===== src/include/fifo_uart_consts.svh =====
`ifndef FIFO_UART_CONSTS_SVH
`define FIFO_UART_CONSTS_SVH

`define FIFO_DEPTH       16
`define OVERSAMPLE_LAST  4'hF
`define MID_BIT_TICK     4'h7

`define MODE_OFS         5'h00
`define CTRL_OFS         5'h04
`define BAUD_OFS         5'h08
`define TXDATA_OFS       5'h0C
`define RXDATA_OFS       5'h10
`define COUNT_OFS        5'h14
`define STATUS_OFS       5'h18
`define MASK_OFS         5'h1C

`define MODE_CHAR7_BIT   6
`define MODE_PAR_EN_BIT  5
`define MODE_PAR_ODD_BIT 4
`define MODE_STOP2_BIT   3

`define CTRL_TE_BIT      5
`define CTRL_RE_BIT      4
`define CTRL_MCE_BIT     3
`define CTRL_CLKOUT_BIT  2
`define CTRL_CLKSRC_BIT  1

`define ST_RX_READY      0
`define ST_RX_FULL       1
`define ST_PARITY        2
`define ST_FRAMING       3
`define ST_BREAK         4
`define ST_OVERRUN       5
`define ST_TX_EMPTY      6
`define STATUS_W         7

`define BAUD_DIV_RST     16'h000C
`define RTS_LEVEL        5'h0F

`endif


===== src/include/fifo_uart_pkg.sv =====
package fifo_uart_pkg;

    typedef enum logic [2:0] {TX_IDLE, TX_START, TX_DATA, TX_PAR, TX_STOP} tx_state_type;
    typedef enum logic [2:0] {RX_IDLE, RX_START, RX_DATA, RX_PAR, RX_STOP} rx_state_type;

    typedef struct packed {
        logic char7;
        logic par_en;
        logic par_odd;
        logic stop2;
    } frame_cfg_type;

    typedef struct packed {
        logic [4:0]  addr;
        logic [15:0] wdata;
        logic        wr;
        logic        rd;
    } reg_req_type;

endpackage


===== src/hw/fifo_serial_port.sv =====
`timescale 1ns/1ps
`default_nettype none
`include "fifo_uart_consts.svh"

module fifo_serial_port
    import fifo_uart_pkg::*;
#(
    parameter int DEPTH = `FIFO_DEPTH
) (
    // clock and reset
    input  wire logic        clock_i,
    input  wire logic        rst_i,
    input  wire logic        ce_i,
    // register port
    input  wire reg_req_type req_i,
    output logic [15:0]      rdata_o,
    output logic             irq_o,
    // serial line and modem control
    input  wire logic        serial_in_i,
    output logic             serial_out_o,
    output logic             request_to_send_line_n_o,
    input  wire logic        clear_to_send_line_n_i,
    // serial clock pin
    input  wire logic        serial_clock_pin_i,
    output logic             serial_clock_pin_o,
    output logic             serial_clock_pin_oe_o
);

    localparam int AW = $clog2(DEPTH);
    localparam logic [AW:0] FULL_CNT = (AW + 1)'(DEPTH);

    typedef struct packed {
        frame_cfg_type               cfg;
        logic                        te;
        logic                        re;
        logic                        mce;
        logic                        clk_out;
        logic                        clk_ext;
        logic [15:0]                 baud_div;
        logic [15:0]                 baud_cnt;
        logic                        sck_q;
        logic                        sck_last;
        logic [`STATUS_W-1:0]        status;
        logic [`STATUS_W-1:0]        mask;
        logic [15:0]                 rdata;
        logic [DEPTH-1:0][7:0]       txm;
        logic [DEPTH-1:0][7:0]       rxm;
        logic [AW-1:0]               tx_wp;
        logic [AW-1:0]               tx_rp;
        logic [AW-1:0]               rx_wp;
        logic [AW-1:0]               rx_rp;
        logic [AW:0]                 tx_cnt;
        logic [AW:0]                 rx_cnt;
        tx_state_type                txs;
        logic [3:0]                  tx_tick;
        logic [2:0]                  tx_bit;
        logic [7:0]                  tx_sh;
        logic                        tx_par;
        logic                        tx_line;
        rx_state_type                rxs;
        logic [3:0]                  rx_tick;
        logic [2:0]                  rx_bit;
        logic [7:0]                  rx_sh;
        logic                        rx_perr;
        logic                        rxd_q;
    } state_type;

    state_type q;
    state_type d;

    function automatic logic [2:0] last_bit(input frame_cfg_type c);
        return c.char7 ? 3'h6 : 3'h7;
    endfunction

    function automatic logic [7:0] char_mask(input frame_cfg_type c, input logic [7:0] v);
        return c.char7 ? {1'b0, v[6:0]} : v;
    endfunction

    logic                  tick;
    logic                  tx_push;
    logic                  tx_pop;
    logic                  rx_push;
    logic                  rx_pop;
    logic [`STATUS_W-1:0]  set_ev;
    logic [`STATUS_W-1:0]  clr_ev;
    logic [7:0]            tx_word;

    always_comb begin
        d      = q;
        set_ev = '0;
        clr_ev = '0;
        tx_pop = 1'b0;
        rx_push = 1'b0;
        tx_word = q.txm[q.tx_rp];

        // 16x tick: baud divider or rising edge of the external pin
        d.sck_last = serial_clock_pin_i;
        if (q.baud_cnt >= q.baud_div) begin
            d.baud_cnt = 16'h0000;
        end else begin
            d.baud_cnt = q.baud_cnt + 16'h0001;
        end
        d.sck_q = (q.baud_cnt < {1'b0, q.baud_div[15:1]});
        tick = q.clk_ext ? (serial_clock_pin_i & ~q.sck_last)
                         : (q.baud_cnt >= q.baud_div);

        // register port; read data stands one cycle after the strobe
        tx_push = req_i.wr && (req_i.addr == `TXDATA_OFS) && (q.tx_cnt != FULL_CNT);
        rx_pop  = req_i.rd && (req_i.addr == `RXDATA_OFS) && (q.rx_cnt != '0);
        d.rdata = 16'h0000;
        if (req_i.rd) begin
            unique case (req_i.addr)
                `MODE_OFS: begin
                    d.rdata[`MODE_CHAR7_BIT]   = q.cfg.char7;
                    d.rdata[`MODE_PAR_EN_BIT]  = q.cfg.par_en;
                    d.rdata[`MODE_PAR_ODD_BIT] = q.cfg.par_odd;
                    d.rdata[`MODE_STOP2_BIT]   = q.cfg.stop2;
                end
                `CTRL_OFS: begin
                    d.rdata[`CTRL_TE_BIT]     = q.te;
                    d.rdata[`CTRL_RE_BIT]     = q.re;
                    d.rdata[`CTRL_MCE_BIT]    = q.mce;
                    d.rdata[`CTRL_CLKOUT_BIT] = q.clk_out;
                    d.rdata[`CTRL_CLKSRC_BIT] = q.clk_ext;
                end
                `BAUD_OFS:   d.rdata = q.baud_div;
                `RXDATA_OFS: d.rdata = {8'h00, q.rxm[q.rx_rp]};
                `COUNT_OFS:  d.rdata = {3'h0, 5'(q.tx_cnt), 3'h0, 5'(q.rx_cnt)};
                `STATUS_OFS: d.rdata = {9'h000, q.status};
                `MASK_OFS:   d.rdata = {9'h000, q.mask};
                default:     d.rdata = 16'h0000;
            endcase
        end
        if (req_i.wr) begin
            unique case (req_i.addr)
                `MODE_OFS: begin
                    d.cfg.char7   = req_i.wdata[`MODE_CHAR7_BIT];
                    d.cfg.par_en  = req_i.wdata[`MODE_PAR_EN_BIT];
                    d.cfg.par_odd = req_i.wdata[`MODE_PAR_ODD_BIT];
                    d.cfg.stop2   = req_i.wdata[`MODE_STOP2_BIT];
                end
                `CTRL_OFS: begin
                    d.te      = req_i.wdata[`CTRL_TE_BIT];
                    d.re      = req_i.wdata[`CTRL_RE_BIT];
                    d.mce     = req_i.wdata[`CTRL_MCE_BIT];
                    d.clk_out = req_i.wdata[`CTRL_CLKOUT_BIT];
                    d.clk_ext = req_i.wdata[`CTRL_CLKSRC_BIT];
                end
                `BAUD_OFS:   d.baud_div = req_i.wdata;
                `STATUS_OFS: clr_ev = req_i.wdata[`STATUS_W-1:0];
                `MASK_OFS:   d.mask = req_i.wdata[`STATUS_W-1:0];
                default: begin
                end
            endcase
        end

        // transmitter
        if (!q.te) begin
            d.txs     = TX_IDLE;
            d.tx_line = 1'b1;
        end else begin
            unique case (q.txs)
                TX_IDLE: begin
                    d.tx_line = 1'b1;
                    // with modem control on, clear-to-send high holds the next frame back; a running one completes
                    if ((q.tx_cnt != '0) && !(q.mce && clear_to_send_line_n_i)) begin
                        tx_pop    = 1'b1;
                        d.tx_sh   = char_mask(q.cfg, tx_word);
                        d.tx_par  = (^char_mask(q.cfg, tx_word)) ^ q.cfg.par_odd;
                        d.txs     = TX_START;
                        d.tx_tick = 4'h0;
                        d.tx_bit  = 3'h0;
                        d.tx_line = 1'b0;
                    end
                end
                default: begin
                    if (tick) begin
                        d.tx_tick = q.tx_tick + 4'h1;
                    end
                    if (tick && (q.tx_tick == `OVERSAMPLE_LAST)) begin
                        unique case (q.txs)
                            TX_START: begin
                                d.txs     = TX_DATA;
                                d.tx_line = q.tx_sh[0];
                            end
                            TX_DATA: begin
                                if (q.tx_bit == last_bit(q.cfg)) begin
                                    d.tx_bit = 3'h0;
                                    if (q.cfg.par_en) begin
                                        d.txs     = TX_PAR;
                                        d.tx_line = q.tx_par;
                                    end else begin
                                        d.txs     = TX_STOP;
                                        d.tx_line = 1'b1;
                                    end
                                end else begin
                                    d.tx_bit  = q.tx_bit + 3'h1;
                                    d.tx_sh   = {1'b0, q.tx_sh[7:1]};
                                    d.tx_line = q.tx_sh[1];
                                end
                            end
                            TX_PAR: begin
                                d.txs     = TX_STOP;
                                d.tx_line = 1'b1;
                            end
                            TX_STOP: begin
                                if (q.cfg.stop2 && (q.tx_bit == 3'h0)) begin
                                    d.tx_bit = 3'h1;
                                end else begin
                                    d.txs = TX_IDLE;
                                    if (q.tx_cnt == '0) begin
                                        set_ev[`ST_TX_EMPTY] = 1'b1;
                                    end
                                end
                            end
                            default: d.txs = TX_IDLE;
                        endcase
                    end
                end
            endcase
        end

        // receiver
        d.rxd_q = serial_in_i;
        if (!q.re) begin
            d.rxs = RX_IDLE;
        end else begin
            unique case (q.rxs)
                RX_IDLE: begin
                    if (q.rxd_q && !serial_in_i) begin
                        d.rxs     = RX_START;
                        d.rx_tick = 4'h0;
                    end
                end
                RX_START: begin
                    if (tick) begin
                        d.rx_tick = q.rx_tick + 4'h1;
                        if (q.rx_tick == `MID_BIT_TICK) begin
                            // a start bit gone high by mid-bit was a glitch
                            d.rxs     = serial_in_i ? RX_IDLE : RX_DATA;
                            d.rx_tick = 4'h0;
                            d.rx_bit  = 3'h0;
                            d.rx_sh   = 8'h00;
                            d.rx_perr = 1'b0;
                        end
                    end
                end
                default: begin
                    if (tick) begin
                        d.rx_tick = q.rx_tick + 4'h1;
                    end
                    if (tick && (q.rx_tick == `OVERSAMPLE_LAST)) begin
                        unique case (q.rxs)
                            RX_DATA: begin
                                d.rx_sh[q.rx_bit] = serial_in_i;
                                d.rx_bit = q.rx_bit + 3'h1;
                                if (q.rx_bit == last_bit(q.cfg)) begin
                                    d.rxs = q.cfg.par_en ? RX_PAR : RX_STOP;
                                end
                            end
                            RX_PAR: begin
                                d.rx_perr = serial_in_i ^ (^q.rx_sh) ^ q.cfg.par_odd;
                                d.rxs     = RX_STOP;
                            end
                            RX_STOP: begin
                                // only the first stop bit is looked at
                                d.rxs = RX_IDLE;
                                set_ev[`ST_FRAMING] = !serial_in_i;
                                set_ev[`ST_PARITY]  = q.rx_perr;
                                set_ev[`ST_BREAK]   = !serial_in_i && (q.rx_sh == 8'h00)
                                                      && !q.rx_perr;
                                if ((q.rx_cnt == FULL_CNT) && !rx_pop) begin
                                    set_ev[`ST_OVERRUN] = 1'b1;
                                end else begin
                                    rx_push = 1'b1;
                                end
                            end
                            default: d.rxs = RX_IDLE;
                        endcase
                    end
                end
            endcase
        end

        // fifo storage and fill levels
        if (tx_push) begin
            d.txm[q.tx_wp] = req_i.wdata[7:0];
            d.tx_wp = q.tx_wp + 1'b1;
        end
        if (tx_pop) begin
            d.tx_rp = q.tx_rp + 1'b1;
        end
        if (rx_push) begin
            d.rxm[q.rx_wp] = q.rx_sh;
            d.rx_wp = q.rx_wp + 1'b1;
            set_ev[`ST_RX_READY] = 1'b1;
        end
        if (rx_pop) begin
            d.rx_rp = q.rx_rp + 1'b1;
        end
        d.tx_cnt = q.tx_cnt + (AW + 1)'(tx_push) - (AW + 1)'(tx_pop);
        d.rx_cnt = q.rx_cnt + (AW + 1)'(rx_push) - (AW + 1)'(rx_pop);
        if (rx_push && !rx_pop && (q.rx_cnt == FULL_CNT - 1'b1)) begin
            set_ev[`ST_RX_FULL] = 1'b1;
        end

        // a new event beats a same-cycle write-one clear
        d.status = (q.status & ~clr_ev) | set_ev;
    end

    always_ff @(posedge clock_i) begin
        if (rst_i) begin
            q          <= '0;
            q.tx_line  <= 1'b1;
            q.rxd_q    <= 1'b1;
            q.baud_div <= `BAUD_DIV_RST;
        end else if (ce_i) begin
            q <= d;
        end
    end

    assign rdata_o      = q.rdata;
    assign irq_o        = |(q.status & q.mask);
    assign serial_out_o = q.tx_line;
    // low means room to receive; high when disabled, or when nearly full with modem control on
    assign request_to_send_line_n_o = !q.re || (q.mce && (q.rx_cnt >= `RTS_LEVEL));
    assign serial_clock_pin_o       = q.sck_q;
    assign serial_clock_pin_oe_o    = q.clk_out && !q.clk_ext;

endmodule

`default_nettype wire


===== config.mk =====
export PLATFORM = sky130hd
export DESIGN_NAME = fifo_serial_port
export DESIGN_NICKNAME = d
export VERILOG_FILES = /design/src/include/fifo_uart_pkg.sv /design/src/hw/fifo_serial_port.sv
export VERILOG_INCLUDE_DIRS = /design/src /design/src/include
export SDC_FILE = /design/constraint.sdc
export NUM_CORES = 1
export LEC_CHECK = 0
export BUFFER_PORTS_ARGS = -buffer_cell sky130_fd_sc_hd__buf_2
export CAP_MARGIN = 20
export CORE_MARGIN = 2
export CORE_UTILIZATION = 50
export DETAILED_ROUTE_END_ITERATION = 10
export PLACE_DENSITY = 0.68
export SYNTH_ARGS = -nofsm -noshare
export SYNTH_HDL_FRONTEND = slang
export SYNTH_SLANG_ARGS = --single-unit

===== constraint.sdc =====
create_clock -name clock_i -period 5 [get_ports clock_i]
set_input_delay 0.5 -clock clock_i [delete_from_list [all_inputs] [get_ports clock_i]]
set_output_delay 0.5 -clock clock_i [all_outputs]
set_load 0.01 [all_outputs]

## After elaboration in Yosys (flattened, before gate mapping)

Index checks and enable logic that the tools add are counted.

| cells by class | value |
|---|---|
| mux-type cells | 81 |
| equality and inequality tests | 39 |
| $lt $le $gt $ge | 11 |
| reduce and logical (&&, ||, !) cells | 65 |
| bitwise operators | 10 |
| add/subtract/negate cells | 13 |

Operator list:

| cell | number |
|---|---|
| 128-bit bitwise mux | 2 |
| 8-bit binary-select mux with 4-bit select | 2 |
| 8-bit demux with 4-bit select | 2 |
| 8-bit 2-to-1 mux | 7 |
| 19-bit 2-to-1 mux | 2 |
| 16-bit 2-to-1 mux | 2 |
| 3-bit 2-to-1 mux | 10 |
| 9-bit case mux with 3 select lines | 1 |
| 1-bit 2-to-1 mux | 26 |
| 5-bit == test, second input constant | 5 |
| 4-bit by 1-bit adder with 4-bit output, second input constant | 6 |
| 4-bit 2-to-1 mux | 6 |
| 12-bit case mux with 2 select lines | 1 |
| 11-bit 2-to-1 mux | 2 |
| 7-bit 2-to-1 mux | 3 |
| 3-bit case mux with 7 select lines | 1 |
| 1-bit logical AND | 20 |
| 4-bit by 5-bit < comparator with 1-bit output, second input constant | 4 |
| 20-bit 2-to-1 mux | 1 |
| 18-bit 2-to-1 mux | 1 |
| 6-bit AND reduction | 3 |
| 16-bit by 1-bit adder with 16-bit output, second input constant | 1 |
| 16-bit >= comparator | 1 |
| 16-bit by 15-bit < comparator with 1-bit output | 1 |
| other kinds (56) | 109 |

| storage, ports and cells | value |
|---|---|
| bits of input ports | 29 |
| logic and storage cells | 285 |
| output and inout port bits | 21 |
| flip-flop bits (word level) | 395 |

## Logic depth before layout (Yosys ltp)

| depth | value |
|---|---|
| depth in word-level cells | 14 |
| gate-level depth with buffers | 21 |

## Least setup slack after synthesis

No wires, ideal clock.

| timing | value |
|---|---|
| path type | flip-flop to flip-flop |
| start point | register q[354] (netlist name) |
| end point | register q[44] (netlist name) |
| path buffers | 1 |
| required time | 4.872 ns |
| setup time | 0.128 ns |
| stages on the path, launching flop included | 22 |
| clock period less this slack | 3.761 ns |
| setup slack | 1.239 ns |
| data arrival time | 3.633 ns |
| path through | dfxtp_1 > inv_1 > ha_1 > nand2b_1 > a21o_1 > a21o_1 > a21o_1 > a211oi_4 > nor4_4 > buf_4 > nand2_1 > inv_1 > ha_1 > inv_1 > ha_1 > fa_1 > a21oi_1 > nor2_1 > nor2_1 > xnor2_1 > mux2i_1 > nor2_1 |

| on the way | value |
|---|---|
| cells in the longest elaborated chain, start to end | 8 |

RTL lines:

| item | line | text |
|---|---|---|
| start, declared | fifo_serial_port.sv:68 | `state_type q;` |
| 16-bit >= comparator | fifo_serial_port.sv:105 | `: (q.baud_cnt >= q.baud_div);` |
| 1-bit 2-to-1 mux | fifo_serial_port.sv:104 | `tick = q.clk_ext ? (serial_clock_pin_i & ~q.sck_last)` |
| 1-bit logical AND | fifo_serial_port.sv:252 | `` if (tick && (q.rx_tick == `OVERSAMPLE_LAST)) begin `` |
| 1-bit 2-to-1 mux | fifo_serial_port.sv:252 |  |
| 1-bit 2-to-1 mux | fifo_serial_port.sv:228 | `unique case (q.rxs)` |
| 1-bit 2-to-1 mux | fifo_serial_port.sv:225 | `if (!q.re) begin` |
| 5-bit by 1-bit adder with 5-bit output | fifo_serial_port.sv:302 | `d.rx_cnt = q.rx_cnt + (AW + 1)'(rx_push) - (AW + 1)'(rx_pop);` |
| 5-bit by 1-bit subtractor with 5-bit output | fifo_serial_port.sv:302 |  |

Every way passes these cells.
A chain may end at the register's enable or synchronous reset.

## Worst setup path after layout

Ends and elaborated chain as after synthesis.

==> metrics.cfg <==
[placement]
post_dp_cell_area_um2 = 19920
place_hpwl_um = 33190
portBuffers = 49
globalplace.congestion = 0.8873
placed_cells = 2600

[grt]
grt_overflow = 0
grt_usage = 0.2480
grt_start_max_net_pins = 147
grt_pass1_wl_um = 82060
antenna_found_initial = 2
grt_pass1_vias = 15290

[clock_network]
clkTransAtPathRegs_ns = 0.06
clockBufferDepth = 3
ctsRootBufferMaster = clkbuf_16
clock_latency_ns = 0.58
cts-resized-gates = 0
post_cts_buffers = 0
cts_buffers = 42
cts.hold.buffers_added = 0
cts_tree = yes
cts.sinks = 395
htreeDepth = 2

[final_layout]
fin_nets = 2223
synthToLayoutAreaGrowth_pct = 9.097
fill_cells = 3447
layout-drive-gt1-share = 0.1033
final_area_um2 = 21430
final_cell_count_no_fill = 2679

[worst_setup_path]
crit_type = register to register
startpoint_type = register
regToRegSetupSlack_ns = 1.03
cp_data_arrival_time_ns = 4.40
r2r_cells = 20
crit_path_max_fanout = 6
end_kind = register
cp.required_ns = 5.43

[drt]
avgRoutedWirePerCell_um = 18.95
dr.pass1.iters = 5
final_antenna_net_count = 0
drt-initial-drc-count = 1382
vias = 15720
viasPerCell = 5.867
drc = 0
wl_um = 50760

[logic_synthesis]
synth_top_area_cell = dfxtp_1
synth_area_per_cell_um2 = 8.980
ys_types = 79
ys.flop_type = dfxtp_1
synth-edff-count = 0
yosysWarnings = 0
yosys-top-cells-area = dfxtp_1 (40%), mux2i_1 (12%), nor2_1 (5.6%), a21oi_1 (4.3%), nand2_1 (4.2%)
syn_nets = 2284
synth_async_sr_flop_share = 0
syn_inst = 2187
synth_seq_cells = 395
synth_area_um2 = 19640
synth_top_area_frac = 0.4026
ys_seq_area_frac = 0.4026

[worst_hold_path]
min_path_type = input pin to register
hold_depth = 3

[status]
status = finished clean

[power]
p_per_area_nw_per_um2 = 316.8
ir_worst_vdd_mv = 0.2936
fin_total_pwr_mw = 6.788
p_leak_nw = 8.678

[floorplan]
core_area_um2 = 38740
die_h_um = 202.2
core.rowCount = 72
fp.dieArea_um2 = 40880
die_w_um = 202.2
start_util = 0.5070
io_pins = 50

[run]
drv_cap = 0

[sta]
hold_viol = 0
slew_violations = 0
worstMarginPinSlew_ns = 1.090
rsz0062_at_grt = no
maxSlewHeadroom = 0.2679
fmax_ghz = 0.2519
finClkSkew_ns = 0.01523
setup_viol = 0
setup_tns_ns = 0
fin_crit_sh = 0.7941
fin_crit_ns = 3.970
hold_slack_ns = 0.1589

Yosys cell counts (30+ instances only):
library cell and count:
nor2_1 291, a22oi_1 32, dfxtp_1 395, nand3_1 122
mux4_2 30, mux2i_1 237, o21ai_0 58, a21oi_1 168
clkbuf_1 126, ha_1 66, inv_1 57, nand2_1 222
placed cells by master, fill, tap and decap left out, types with 6 or more instances in the layout:
cell	count
nand3_1	122
a221oi_1	27
nand2_1	222
nand3_4	16
o21ai_0	58
and3_1	15
a21o_1	19
a211oi_1	6
xor2_1	18
clkbuf_16	42
clkinv_2	9
mux4_1	8
nand4_1	12
xnor2_1	29
buf_4	22
buf_2	48
mux2_2	12
clkbuf_8	10
nand2b_1	9
a22oi_1	32
ha_1	66
nor2b_1	18
dfxtp_1	393
and2_1	8
mux4_2	30
a211o_1	7
mux2i_1	237
inv_1	57
o31ai_1	6
or3_1	10
a21oi_1	168
nor3_1	25
bufinv_16	6
nor2_1	290
critical path, stage by stage, from the launching register on:
cell	delay, ns
dfxtp_1	0.43
inv_1	0.07
ha_1	0.28
nand2b_1	0.14
a21o_1	0.17
a21o_1	0.17
a21o_1	0.22
a211oi_4	0.54
nor4_4	0.11
nand2_1	0.12
inv_1	0.05
ha_1	0.26
inv_1	0.04
ha_1	0.20
fa_1	0.41
a21oi_1	0.19
nor2_1	0.07
nor2_1	0.11
xnor2_1	0.07
mux2i_1	0.13
nor2_1	0.05
registers in the layout, summed over array words and instances, names as in the netlist:
name	count
q	377
rdata_o	16
serial_clock_pin_o	1
serial_out_o	1
final timing paths:
kind / start / endpoint
hold / removal: req_i[15] / q[383]
hold reg to reg: q[266] / q[266]
setup / recovery: q[354] / q[44]
setup reg to reg: q[354] / q[44]
metrics by stage:
step                setup WS [ns]  utilization
CTS                         1.054       0.5530
global route               0.8346       0.5531
floorplan                   1.239            -
finish                      1.030       0.5531
global placement            1.140       0.5141
detailed placement          1.079       0.5141
logic make-up after synthesis:
family	count (synthesis)	synth area share
AND/OR/NAND/NOR	778	0.1858
flip-flops	395	0.4026
AO/OA/AOI/OAI	377	0.1216
multiplexers	287	0.1728
buffers and inverters	235	0.05211
adder cells (fa/ha/maj)	68	0.04408
XOR/XNOR	47	0.02096
cell type report:
type	instances	area, µm²	share of cell area
multi-input cells	1557	10720	0.5001
flip-flops and latches	395	7910	0.3692
clock buffers	57	1207	0.05635
well taps	518	648.1	0.03025
repair buffers	71	420.4	0.01962
clock inverters	20	297.8	0.01390
inverters	59	221.5	0.01034
diodes	2	5.005	0.0002336
report_power, final:
part	switching (mW)	internal, mW
Clock	1.35	2.02
Sequential	0.0188	3.16
Combinational	0.170	0.0693
Total	1.54	5.25
layer usage:
metal	global-route usage	routed length, µm
met5	0	0
met4	0.08785	1390
met3	0.04112	3099
met2	0.4080	23800
met1	0.3300	22470
Power figures use the tool's default switching activity.
